File: src/hdl/bpc_pkg.sv
// Constants, register map, field positions and carrier types for the pack protection control.
// Assumes a single 200 MHz reference clock and analog comparators outside this logic.
// Operation
// - Battery sense below brownout threshold sets brownout flag bit 4 and asserts alert.
// - Cutoff register upper nibble selects brownout threshold, 7.975 to 12.475 V, 0.3 V.
// - Host read of status deasserts the alert raised by brownout.
// - Brownout flag clears only after release bit pulses 0-1-0, then status read.
// - Cutoff register lower nibble selects shutdown threshold, 6.475 to 10.975 V, 0.3 V.
// - Below shutdown with no pack voltage: sleep flag bit 5, all gates off.
// - Sleep flag clears by itself once voltage rises above shutdown threshold.
// - Entering or leaving sleep never changes the alert output.
// - Charge overcurrent and overload thresholds: own registers, 50 to 205 mV, default 50.
// - One short threshold for both directions, 100 to 475 mV, default 100.
// - Overcurrent and overload delays independent, 1 to 31 ms in 2 ms, default 1.
// - Short delay 0 to 915 us in 61 us steps, default zero.
// - A current fault acts on gates only after its blanking delay elapses.
// - Confirmed current fault turns charge and discharge off, precharge on.
// - Status bits 0 to 3 report the four current faults and change alert.
// - Fault protection stays latched until release bit is set then cleared.
// - Releasing while the fault persists re-enters protection.
// - Cell select bits 0 to 1 choose the translated series cell.
// - Cell select bits 2 to 3 choose the measurement mode, offset modes included.
// - External time base activity holds off internal oscillator; it resumes if edges stop.
// - Every register returns to its default at reset.
package bpc_pkg;

  localparam int REF_HZ = 200_000_000;
  localparam int TB_HZ  = 32_768;

  localparam logic [6:0] I2C_ADDR = 7'h20;

  localparam logic [7:0] REG_STATUS  = 8'h00;
  localparam logic [7:0] REG_CONTROL = 8'h01;
  localparam logic [7:0] REG_CUTOFF  = 8'h02;
  localparam logic [7:0] REG_OLVD    = 8'h03;
  localparam logic [7:0] REG_CHARGE_OC = 8'h04;
  localparam logic [7:0] REG_OCDLY   = 8'h05;
  localparam logic [7:0] REG_CELLSEL = 8'h06;
  localparam logic [7:0] REG_SCTHR   = 8'h07;
  localparam logic [7:0] REG_SCDLY   = 8'h08;

  localparam logic [7:0] RST_CONTROL = 8'h00;
  localparam logic [7:0] RST_CUTOFF  = 8'h00;
  localparam logic [7:0] RST_OCV     = 8'h00;
  localparam logic [7:0] RST_OCDLY   = 8'h00;
  localparam logic [7:0] RST_CELLSEL = 8'h00;
  localparam logic [7:0] RST_SCTHR   = 8'h00;
  localparam logic [7:0] RST_SCDLY   = 8'h00;

  // Status bit positions; the low four also index the blanking channels.
  localparam int ST_DIS_SHORT = 0;
  localparam int ST_CHARGE_SHORT = 1;
  localparam int ST_OVERLOAD  = 2;
  localparam int ST_OVERCUR   = 3;
  localparam int ST_BROWNOUT  = 4;
  localparam int ST_SLEEP     = 5;

  localparam int CT_RELEASE  = 0;
  localparam int CT_DISCHARGE_ON  = 1;
  localparam int CT_CHARGE_ON     = 2;
  localparam int CT_PRECHARGE_OFF = 3;
  localparam int CT_LED_EN   = 5;
  localparam int CT_TOUT_EN  = 6;

  localparam int OC_BASE_US = 1000;
  localparam int OC_STEP_US = 2000;
  localparam int SC_STEP_US = 61;
  localparam int OC_BASE_TK = (OC_BASE_US * TB_HZ + 999_999) / 1_000_000;
  localparam int OC_STEP_TK = (OC_STEP_US * TB_HZ + 999_999) / 1_000_000;
  localparam int SC_STEP_TK = (SC_STEP_US * TB_HZ + 999_999) / 1_000_000;
  localparam int DLY_W      = 11;

  localparam int INT_DIV     = REF_HZ / TB_HZ;
  localparam int EXT_TIMEOUT = 2 * INT_DIV;

  typedef struct packed {
    logic [3:0] faultCmp;
    logic       brownout;
    logic       belowShutdown;
    logic       packPresent;
  } bpc_cmp_s;

  typedef struct packed {
    logic charge;
    logic discharge;
    logic precharge;
  } bpc_gate_s;

  typedef enum logic [2:0] {
    BUS_IDLE,
    BUS_ADDR,
    BUS_PTR,
    BUS_WDATA,
    BUS_RDATA
  } bpc_bus_e;

  function automatic logic [DLY_W-1:0] ocTicks(input logic [3:0] code);
    return DLY_W'(OC_BASE_TK + OC_STEP_TK * int'(code));
  endfunction

  function automatic logic [DLY_W-1:0] scTicks(input logic [3:0] code);
    return DLY_W'(SC_STEP_TK * int'(code));
  endfunction

endpackage

File: src/hdl/bpc_timebase.sv
// Delay time base: external 32.768 kHz input when it toggles, internal divider otherwise.
// Assumes the external input is asynchronous to ref_clk.
`timescale 1ns/1ps
module bpc_timebase #(
  parameter int INT_DIV     = bpc_pkg::INT_DIV,
  parameter int EXT_TIMEOUT = bpc_pkg::EXT_TIMEOUT
) (
  input  wire logic ref_clk,
  input  wire logic srst,
  input  wire logic ce,
  input  wire logic extIn,
  output logic      tick,
  output logic      extActive
);
  import bpc_pkg::*;

  localparam int CW = $clog2(EXT_TIMEOUT + 1);

  logic          extMeta;
  logic          extSync;
  logic          extPrev;
  logic [CW-1:0] quietCnt;
  logic [CW-1:0] intCnt;
  logic          extEdge;
  logic          intWrap;

  assign extEdge = extSync & ~extPrev;
  assign intWrap = (intCnt == CW'(INT_DIV - 1));

  always_ff @(posedge ref_clk)
  begin
    if (srst)
    begin
      // The pin idles high on its pull-up, so the syncs reset high to avoid a false edge.
      extMeta <= 1'b1;
      extSync <= 1'b1;
      extPrev <= 1'b1;
    end
    else if (ce)
    begin
      extMeta <= extIn;
      extSync <= extMeta;
      extPrev <= extSync;
    end
  end

  // A missing edge for two nominal periods hands timing back to the internal divider.
  always_ff @(posedge ref_clk)
  begin
    if (srst)
    begin
      quietCnt  <= '0;
      extActive <= 1'b0;
    end
    else if (ce)
    begin
      if (extEdge)
      begin
        quietCnt  <= '0;
        extActive <= 1'b1;
      end
      else if (quietCnt == CW'(EXT_TIMEOUT))
        extActive <= 1'b0;
      else
        quietCnt <= quietCnt + CW'(1);
    end
  end

  always_ff @(posedge ref_clk)
  begin
    if (srst)
      intCnt <= '0;
    else if (ce)
    begin
      if (extActive || intWrap)
        intCnt <= '0;
      else
        intCnt <= intCnt + CW'(1);
    end
  end

  always_ff @(posedge ref_clk)
  begin
    if (srst)
      tick <= 1'b0;
    else if (ce)
      tick <= extActive ? extEdge : intWrap;
  end

endmodule

File: src/hdl/bpc_control.sv
// Pack protection control: two-wire register slave, thresholds, blanking, fault latch, gates.
// Assumes comparator levels and the two-wire pins arrive asynchronously to ref_clk.
`timescale 1ns/1ps
module bpc_control #(
  parameter int INT_DIV     = bpc_pkg::INT_DIV,
  parameter int EXT_TIMEOUT = bpc_pkg::EXT_TIMEOUT
) (
  input  wire logic          ref_clk,
  input  wire logic          srst,
  input  wire logic          ce,
  input  wire logic          sclIn,
  input  wire logic          sdaIn,
  output logic               sdaOut,
  output logic               sdaOe,
  input  wire bpc_pkg::bpc_cmp_s cmpRaw,
  input  wire logic          externalTimebaseInput,
  output bpc_pkg::bpc_gate_s gates,
  output logic               alertNOut,
  output logic               alertNOe,
  output logic               sleepActive,
  output logic [7:0]         voltageCutoffThresholds,
  output logic [7:0]         dischargeOverloadThreshold,
  output logic [7:0]         chargeOvercurrentThreshold,
  output logic [7:0]         shortThresholdSetting,
  output logic [7:0]         cellSelect,
  output logic               ledEnable,
  output logic               thermEnable
);
  import bpc_pkg::*;

  logic           sclMeta;
  logic           sclSync;
  logic           sclPrev;
  logic           sdaMeta;
  logic           sdaSync;
  logic           sdaPrev;
  bpc_cmp_s       cmpMeta;
  bpc_cmp_s       cmpSync;
  bpc_bus_e       busState;
  logic           ackPhase;
  logic [3:0]     bitCnt;
  logic [7:0]     shiftIn;
  logic [7:0]     shiftOut;
  logic           rnw;
  logic           masterNack;
  logic [7:0]     ptr;
  logic           wrStrobe;
  logic           rdStatus;
  logic [7:0]     control;
  logic [7:0]     overcurrentDelaySetting;
  logic [7:0]     shortDelaySetting;
  logic           relPrev;
  logic           releaseFall;
  logic           tick;
  logic [DLY_W-1:0] dlyCnt [4];
  logic [DLY_W-1:0] dlyLimit [4];
  logic [3:0]     confirmed;
  logic [3:0]     faultStatus;
  logic           brownoutFlag;
  logic           brownArmed;
  logic           brownClear;
  logic           sleepFlag;
  logic           newEvent;
  logic [7:0]     statusValue;
  logic [7:0]     rdValue;
  logic           startDet;
  logic           stopDet;
  logic           sclRise;
  logic           sclFall;

  assign startDet = sclSync & sclPrev & sdaPrev & ~sdaSync;
  assign stopDet  = sclSync & sclPrev & ~sdaPrev & sdaSync;
  assign sclRise  = sclSync & ~sclPrev;
  assign sclFall  = ~sclSync & sclPrev;

  bpc_timebase #(
    .INT_DIV     (INT_DIV),
    .EXT_TIMEOUT (EXT_TIMEOUT)
  ) u_timebase (
    .ref_clk   (ref_clk),
    .srst      (srst),
    .ce        (ce),
    .extIn     (externalTimebaseInput),
    .tick      (tick),
    .extActive ()
  );

  always_ff @(posedge ref_clk)
  begin
    if (srst)
    begin
      sclMeta <= 1'b1;
      sclSync <= 1'b1;
      sclPrev <= 1'b1;
      sdaMeta <= 1'b1;
      sdaSync <= 1'b1;
      sdaPrev <= 1'b1;
      cmpMeta <= '0;
      cmpSync <= '0;
    end
    else if (ce)
    begin
      sclMeta <= sclIn;
      sclSync <= sclMeta;
      sclPrev <= sclSync;
      sdaMeta <= sdaIn;
      sdaSync <= sdaMeta;
      sdaPrev <= sdaSync;
      cmpMeta <= cmpRaw;
      cmpSync <= cmpMeta;
    end
  end

  assign statusValue = {2'h0, sleepFlag, brownoutFlag, faultStatus};

  function automatic logic [7:0] readReg(input logic [7:0] addr);
    logic [7:0] v;
    v = 8'h00;
    unique case (addr)
      REG_STATUS:  v = statusValue;
      REG_CONTROL: v = control;
      REG_CUTOFF:  v = voltageCutoffThresholds;
      REG_OLVD:    v = dischargeOverloadThreshold;
      REG_CHARGE_OC: v = chargeOvercurrentThreshold;
      REG_OCDLY:   v = overcurrentDelaySetting;
      REG_CELLSEL: v = cellSelect;
      REG_SCTHR:   v = shortThresholdSetting;
      REG_SCDLY:   v = shortDelaySetting;
      default:     v = 8'h00;
    endcase
    return v;
  endfunction

  assign rdValue = readReg(ptr);

  // Byte-level slave. The pointer is not advanced, so repeated data bytes hit one register.
  always_ff @(posedge ref_clk)
  begin
    if (srst)
    begin
      busState   <= BUS_IDLE;
      ackPhase   <= 1'b0;
      bitCnt     <= 4'h0;
      shiftIn    <= 8'h00;
      shiftOut   <= 8'h00;
      rnw        <= 1'b0;
      masterNack <= 1'b0;
      ptr        <= 8'h00;
      sdaOe      <= 1'b0;
      wrStrobe   <= 1'b0;
      rdStatus   <= 1'b0;
    end
    else if (ce)
    begin
      wrStrobe <= 1'b0;
      rdStatus <= 1'b0;
      if (startDet)
      begin
        busState <= BUS_ADDR;
        ackPhase <= 1'b0;
        bitCnt   <= 4'h0;
        sdaOe    <= 1'b0;
      end
      else if (stopDet)
      begin
        busState <= BUS_IDLE;
        sdaOe    <= 1'b0;
      end
      else if (busState != BUS_IDLE)
      begin
        if (sclRise)
        begin
          if (!ackPhase)
          begin
            shiftIn <= {shiftIn[6:0], sdaSync};
            bitCnt  <= bitCnt + 4'h1;
          end
          else if (busState == BUS_RDATA)
            masterNack <= sdaSync;
        end
        else if (sclFall)
        begin
          if (!ackPhase && bitCnt == 4'h8)
          begin
            ackPhase <= 1'b1;
            bitCnt   <= 4'h0;
            unique case (busState)
              BUS_ADDR:
              begin
                if (shiftIn[7:1] == I2C_ADDR)
                begin
                  sdaOe <= 1'b1;
                  rnw   <= shiftIn[0];
                end
                else
                  busState <= BUS_IDLE;
              end
              BUS_PTR:
              begin
                sdaOe <= 1'b1;
                ptr   <= shiftIn;
              end
              BUS_WDATA:
              begin
                sdaOe    <= 1'b1;
                wrStrobe <= 1'b1;
              end
              BUS_RDATA: sdaOe <= 1'b0;
              BUS_IDLE:  sdaOe <= 1'b0;
            endcase
          end
          else if (ackPhase)
          begin
            ackPhase <= 1'b0;
            sdaOe    <= 1'b0;
            if ((busState == BUS_ADDR && rnw) || (busState == BUS_RDATA && !masterNack))
            begin
              busState <= BUS_RDATA;
              shiftOut <= rdValue;
              sdaOe    <= ~rdValue[7];
              rdStatus <= (ptr == REG_STATUS);
            end
            else if (busState == BUS_RDATA)
              busState <= BUS_IDLE;
            else if (busState == BUS_ADDR)
              busState <= BUS_PTR;
            else
              busState <= BUS_WDATA;
          end
          else if (busState == BUS_RDATA)
          begin
            shiftOut <= {shiftOut[6:0], 1'b0};
            sdaOe    <= ~shiftOut[6];
          end
        end
      end
    end
  end

  always_ff @(posedge ref_clk)
  begin
    if (srst)
    begin
      control                    <= RST_CONTROL;
      voltageCutoffThresholds    <= RST_CUTOFF;
      dischargeOverloadThreshold <= RST_OCV;
      chargeOvercurrentThreshold <= RST_OCV;
      overcurrentDelaySetting    <= RST_OCDLY;
      cellSelect                 <= RST_CELLSEL;
      shortThresholdSetting      <= RST_SCTHR;
      shortDelaySetting          <= RST_SCDLY;
    end
    else if (ce && wrStrobe)
    begin
      unique case (ptr)
        REG_CONTROL: control <= shiftIn;
        REG_CUTOFF:  voltageCutoffThresholds <= shiftIn;
        REG_OLVD:    dischargeOverloadThreshold <= shiftIn;
        REG_CHARGE_OC: chargeOvercurrentThreshold <= shiftIn;
        REG_OCDLY:   overcurrentDelaySetting <= shiftIn;
        REG_CELLSEL: cellSelect <= shiftIn;
        REG_SCTHR:   shortThresholdSetting <= shiftIn;
        REG_SCDLY:   shortDelaySetting <= shiftIn;
        default:     control <= control;
      endcase
    end
  end

  always_comb
  begin
    dlyLimit[ST_DIS_SHORT] = scTicks(shortDelaySetting[3:0]);
    dlyLimit[ST_CHARGE_SHORT] = scTicks(shortDelaySetting[3:0]);
    dlyLimit[ST_OVERLOAD]  = ocTicks(overcurrentDelaySetting[7:4]);
    dlyLimit[ST_OVERCUR]   = ocTicks(overcurrentDelaySetting[3:0]);
    for (int i = 0; i < 4; i++)
      confirmed[i] = cmpSync.faultCmp[i] && (dlyCnt[i] >= dlyLimit[i]);
  end

  always_ff @(posedge ref_clk)
  begin
    if (srst)
    begin
      for (int i = 0; i < 4; i++)
        dlyCnt[i] <= '0;
    end
    else if (ce)
    begin
      for (int i = 0; i < 4; i++)
      begin
        if (!cmpSync.faultCmp[i])
          dlyCnt[i] <= '0;
        else if (tick && dlyCnt[i] < dlyLimit[i])
          dlyCnt[i] <= dlyCnt[i] + DLY_W'(1);
      end
    end
  end

  assign releaseFall = relPrev & ~control[CT_RELEASE];
  assign newEvent    = (|(confirmed & ~faultStatus)) | (cmpSync.brownout & ~brownoutFlag);
  assign brownClear  = rdStatus & brownArmed;

  // Setting wins over every clear, so a fault present at release latches again.
  always_ff @(posedge ref_clk)
  begin
    if (srst)
    begin
      relPrev     <= 1'b0;
      faultStatus <= 4'h0;
    end
    else if (ce)
    begin
      relPrev <= control[CT_RELEASE];
      if (releaseFall)
        faultStatus <= confirmed;
      else
        faultStatus <= faultStatus | confirmed;
    end
  end

  always_ff @(posedge ref_clk)
  begin
    if (srst)
    begin
      brownoutFlag <= 1'b0;
      brownArmed   <= 1'b0;
    end
    else if (ce)
    begin
      brownoutFlag <= cmpSync.brownout | (brownoutFlag & ~brownClear);
      // A release seen before the flag was set does not count towards clearing it.
      if (releaseFall && brownoutFlag)
        brownArmed <= 1'b1;
      else if (brownClear)
        brownArmed <= 1'b0;
    end
  end

  always_ff @(posedge ref_clk)
  begin
    if (srst)
      sleepFlag <= 1'b0;
    else if (ce)
      sleepFlag <= cmpSync.belowShutdown & ~cmpSync.packPresent;
  end

  // The alert ignores sleep entirely; only fault and brownout events raise it.
  always_ff @(posedge ref_clk)
  begin
    if (srst)
      alertNOe <= 1'b0;
    else if (ce)
      alertNOe <= newEvent | (alertNOe & ~rdStatus);
  end

  always_ff @(posedge ref_clk)
  begin
    if (srst)
    begin
      gates       <= '0;
      sleepActive <= 1'b0;
      ledEnable   <= 1'b0;
      thermEnable <= 1'b0;
      sdaOut      <= 1'b0;
      alertNOut   <= 1'b0;
    end
    else if (ce)
    begin
      sleepActive <= sleepFlag;
      ledEnable   <= control[CT_LED_EN];
      thermEnable <= control[CT_TOUT_EN];
      if (sleepFlag)
        gates <= '0;
      else if (|faultStatus)
        gates <= '{charge: 1'b0, discharge: 1'b0, precharge: 1'b1};
      else
        gates <= '{charge: control[CT_CHARGE_ON], discharge: control[CT_DISCHARGE_ON],
                   precharge: ~control[CT_PRECHARGE_OFF]};
    end
  end
endmodule

File: config.mk
export PLATFORM = sky130hd
export DESIGN_NAME = bpc_control
export DESIGN_NICKNAME = d
export VERILOG_FILES = /design/src/hdl/bpc_pkg.sv /design/src/hdl/bpc_timebase.sv /design/src/hdl/bpc_control.sv
export SDC_FILE = /design/constraint.sdc
export NUM_CORES = 1
export LEC_CHECK = 0
export BUFFER_PORTS_ARGS = -buffer_cell sky130_fd_sc_hd__buf_2
export CELL_PAD_IN_SITES_DETAIL_PLACEMENT = 2
export CELL_PAD_IN_SITES_GLOBAL_PLACEMENT = 2
export CORE_MARGIN = 10
export CORE_UTILIZATION = 42
export DETAILED_ROUTE_END_ITERATION = 16
export PLACE_DENSITY = 0.87
export SYNTH_ARGS = -nofsm -noshare
export SYNTH_HDL_FRONTEND = slang
export SYNTH_SLANG_ARGS = --single-unit
File: constraint.sdc
create_clock -name ref_clk -period 5.35 [get_ports ref_clk]
set_input_delay 0.2675 -clock ref_clk [delete_from_list [all_inputs] [get_ports ref_clk]]
set_output_delay 0.2675 -clock ref_clk [all_outputs]
set_load 0.05 [all_outputs]
==> results.sh <==
export IMPL_worstSetupStartpointType="flip-flop"
export IMPL_post_cts_buffers=0
export IMPL_cts_resized=0
export IMPL_clk_pin_slew_worst_paths_ns=0.07
export IMPL_vias=8795
export IMPL_cts_sinks=212
export IMPL_rsz0062_at_grt="no"
export IMPL_cp_cell_sequence="ha_1 > a21o_1 > a31oi_1 > o21a_1 > o2111ai_1 > nand2_1"
export IMPL_antennaDiodeCount=0
export IMPL_cts_tree="yes"
export IMPL_synthCells=1083
export IMPL_layout_common_cells="nor2_1, dfxtp_1, mux2i_1, nand2_1, buf_2"
export IMPL_utilization=0.484
export IMPL_coreArea_um2=24200
export IMPL_syn_area_per_cell_um2=9.53
export IMPL_async_flop_share=0
export IMPL_area_delta_synth_final_pct=13.8
export IMPL_power_internal_mw=2.80
export IMPL_initial_utilization=0.426
export IMPL_status="finished, final reports clean"
export IMPL_dieWidth_um=177
export IMPL_skew_ns=0.0157
export IMPL_grt_max_degree=81
export IMPL_drt_iter0_markers=737
export IMPL_synth_top_cells_by_area="dfxtp_1, edfxtp_1, mux2i_1"
export IMPL_fmax_mhz=317
export IMPL_clk_path_buf_depth=3
export IMPL_max_cap_violations=0
export IMPL_place_hpwl_mm=23.0
export IMPL_syn_area_um2=10300
export IMPL_yosysSeqAreaShare=0.454
export IMPL_ant_nets=0
export IMPL_critPathCaptureType="flip-flop"
export IMPL_gp_congestion=0.847
export IMPL_layout_min_cycle_time_ns=3.15
export IMPL_synth_top_area_frac=0.326
export IMPL_postPlaceCellArea_um2=10800
export IMPL_yosysTopAreaCell="dfxtp_1"
export IMPL_p_sw_uw=890
export IMPL_p_total_mw=3.69
export IMPL_row_count=57
export IMPL_powerDensity_nw_per_um2=314
export IMPL_grt_pass1_vias=9749
export IMPL_holdBufCountCts=5
export IMPL_synth_ff_type="dfxtp_1"
export IMPL_dp_cells=1417
export IMPL_synth_distinct_cells=73
export IMPL_die_h_um=177
export IMPL_finalSetupViolations=0
export IMPL_die_area_um2=31200
export IMPL_ir_worst_vdd_mv=0.283
export IMPL_yosysWarnings=0
export IMPL_avgViaCountPerCell=6.00
export IMPL_fin_crit_sh=0.589
export IMPL_antenna_found_initial=0
export IMPL_max_slew_margin=0.140
export IMPL_power_leakage_nw=4.64
export IMPL_ys_ff_latch=212
export IMPL_first_pass_iters=5
export IMPL_pwr_share_comb=0.050
export IMPL_crit_type="reg2reg"
export IMPL_hp_class="in2reg"
export IMPL_pwr_share_seq=0.462
export IMPL_clkLatencyLatePin_ns=0.53
export IMPL_routedWlPerCell_um=26.0
export IMPL_grt_total_usage=0.240
export IMPL_cts_made_buffers=25
export IMPL_wl_mm=38.1
export IMPL_required_ns=5.45
export IMPL_timing_setup_tns_ns=0
export IMPL_path_delay_family="compound AO/OA/AOI/OAI gates"
export IMPL_swShare=0.241
export IMPL_worst_pin_slew_ns=1.27
export IMPL_synth_edff_count=44
export IMPL_remaining_drc_errors=0
export IMPL_grt_overflow=0
export IMPL_nNetsFinal=1172
export IMPL_clockRootBuffer="clkbuf_16"
export IMPL_slowest_delay_ns=0.89
export IMPL_grt_pass1_wl_mm=59.5
export IMPL_final_cells=1467
export IMPL_path_max_fanout=12
export IMPL_drive_gt1_frac=0.114
export IMPL_report_final_slew_viol_count=0
export IMPL_path_buf_inv=0
export IMPL_htree_levels=1
export IMPL_cpMaxStageDelayCell="o2111ai_1"
export IMPL_worstPathArrival_ns=3.25
export IMPL_ios=63
export IMPL_hold_violations=0
export IMPL_layout_commonest_cell="nor2_1"
export IMPL_port_buffers=60
export IMPL_fin_area_um2=11700
export IMPL_clkPwrFrac=0.488
-- layout make-up --
class,count,area [um^2]
inverters,32,120
well taps,324,405
multi-input cells,785,5300
repair buffers,69,385
flip-flops and latches,212,4680
fillers,2535,12500
clock buffers,37,752
clock inverters,8,95.1
-- synthesized netlist by cell type, types with 7 or more instances --
| cell | n |
|---|---|
| inv_1 | 31 |
| a31oi_1 | 7 |
| xnor2_1 | 21 |
| a22oi_1 | 10 |
| and3_1 | 9 |
| edfxtp_1 | 44 |
| a21o_1 | 11 |
| buf_2 | 8 |
| o21ai_0 | 14 |
| nor3_1 | 9 |
| nor4_1 | 7 |
| a211o_1 | 11 |
| nand2b_1 | 12 |
| dfxtp_1 | 168 |
| nor2b_1 | 30 |
| clkbuf_1 | 49 |
| a21oi_1 | 39 |
| xor2_1 | 28 |
| nand3_1 | 38 |
| a211oi_1 | 8 |
| nor2_1 | 182 |
| nand3b_1 | 11 |
| mux2i_1 | 104 |
| nand4_1 | 17 |
| ha_1 | 34 |
| nand2_1 | 60 |
| o211ai_1 | 7 |
-- worst paths after layout --
path | startpoint | to | slack [ns] | cells after the start
max | dlyCnt[3][4] | dlyCnt[3][5] | 2.20 | 6
min | cmpRaw[3] | cmpMeta[3] | 0.02 | 3
max reg2reg | dlyCnt[3][4] | dlyCnt[3][5] | 2.20 | 6
min reg2reg | sdaMeta | sdaSync | 0.47 | 1
-- state kept, by name, summed over array words and instances (netlist names), 8 cells and up --
register and cells:
cellSelect 8, chargeOvercurrentThreshold 8, control 8, dischargeOverloadThreshold 8
dlyCnt 44, overcurrentDelaySetting 8, ptr 8, shiftIn 8
shortDelaySetting 8, shortThresholdSetting 8, u_timebase.intCnt 14, u_timebase.quietCnt 14
voltageCutoffThresholds 8
-- worst register-to-register path, stage by stage (launching register included) --
cell and delay, ns:
edfxtp_1 0.47, ha_1 0.35, a21o_1 0.12, a31oi_1 0.11
o21a_1 0.14, o2111ai_1 0.89, nand2_1 0.64
-- power groups by stage --
stage,Sequential [mW],Clock (mW),Combinational [mW]
finish,1.71,1.80,0.184
CTS,1.71,1.83,0.183
detailed placement,1.74,0,0.172
global placement,1.73,0,0.161
floorplan,1.72,0,0.130
global route,1.71,1.89,0.202
-- kinds of logic after synthesis --
logic type      Yosys count  share of synthesized area
fa+ha+maj                34                     0.0412
compound gates          156                      0.108
other cells               1                   0.000363
flops                   212                      0.454
simple gates            424                      0.208
mux                     110                      0.111
xor+xnor                 49                     0.0416
buf+inv                  97                     0.0371
-- per-layer routing --
metal  vias to the layer above  track usage  part of all wire
met5                         -            0                 0
met4                         0        0.114             0.047
met3                       116       0.0337             0.042
met2                       285        0.416              0.49
met1                      4476        0.286              0.42
li1                       3918            -                 -
-- per-stage QoR --
| stage | hold slack [ns] | setup WS [ns] |
|---|---|---|
| finish | 0.0151 | 2.20 |
| global route | 0.0292 | 2.02 |
| CTS | 0.00615 | 2.26 |
| detailed placement | 0.454 | 2.27 |
| global placement | 0.448 | 2.45 |
| floorplan | 0.390 | 2.93 |
Power figures use the tool's default switching activity.
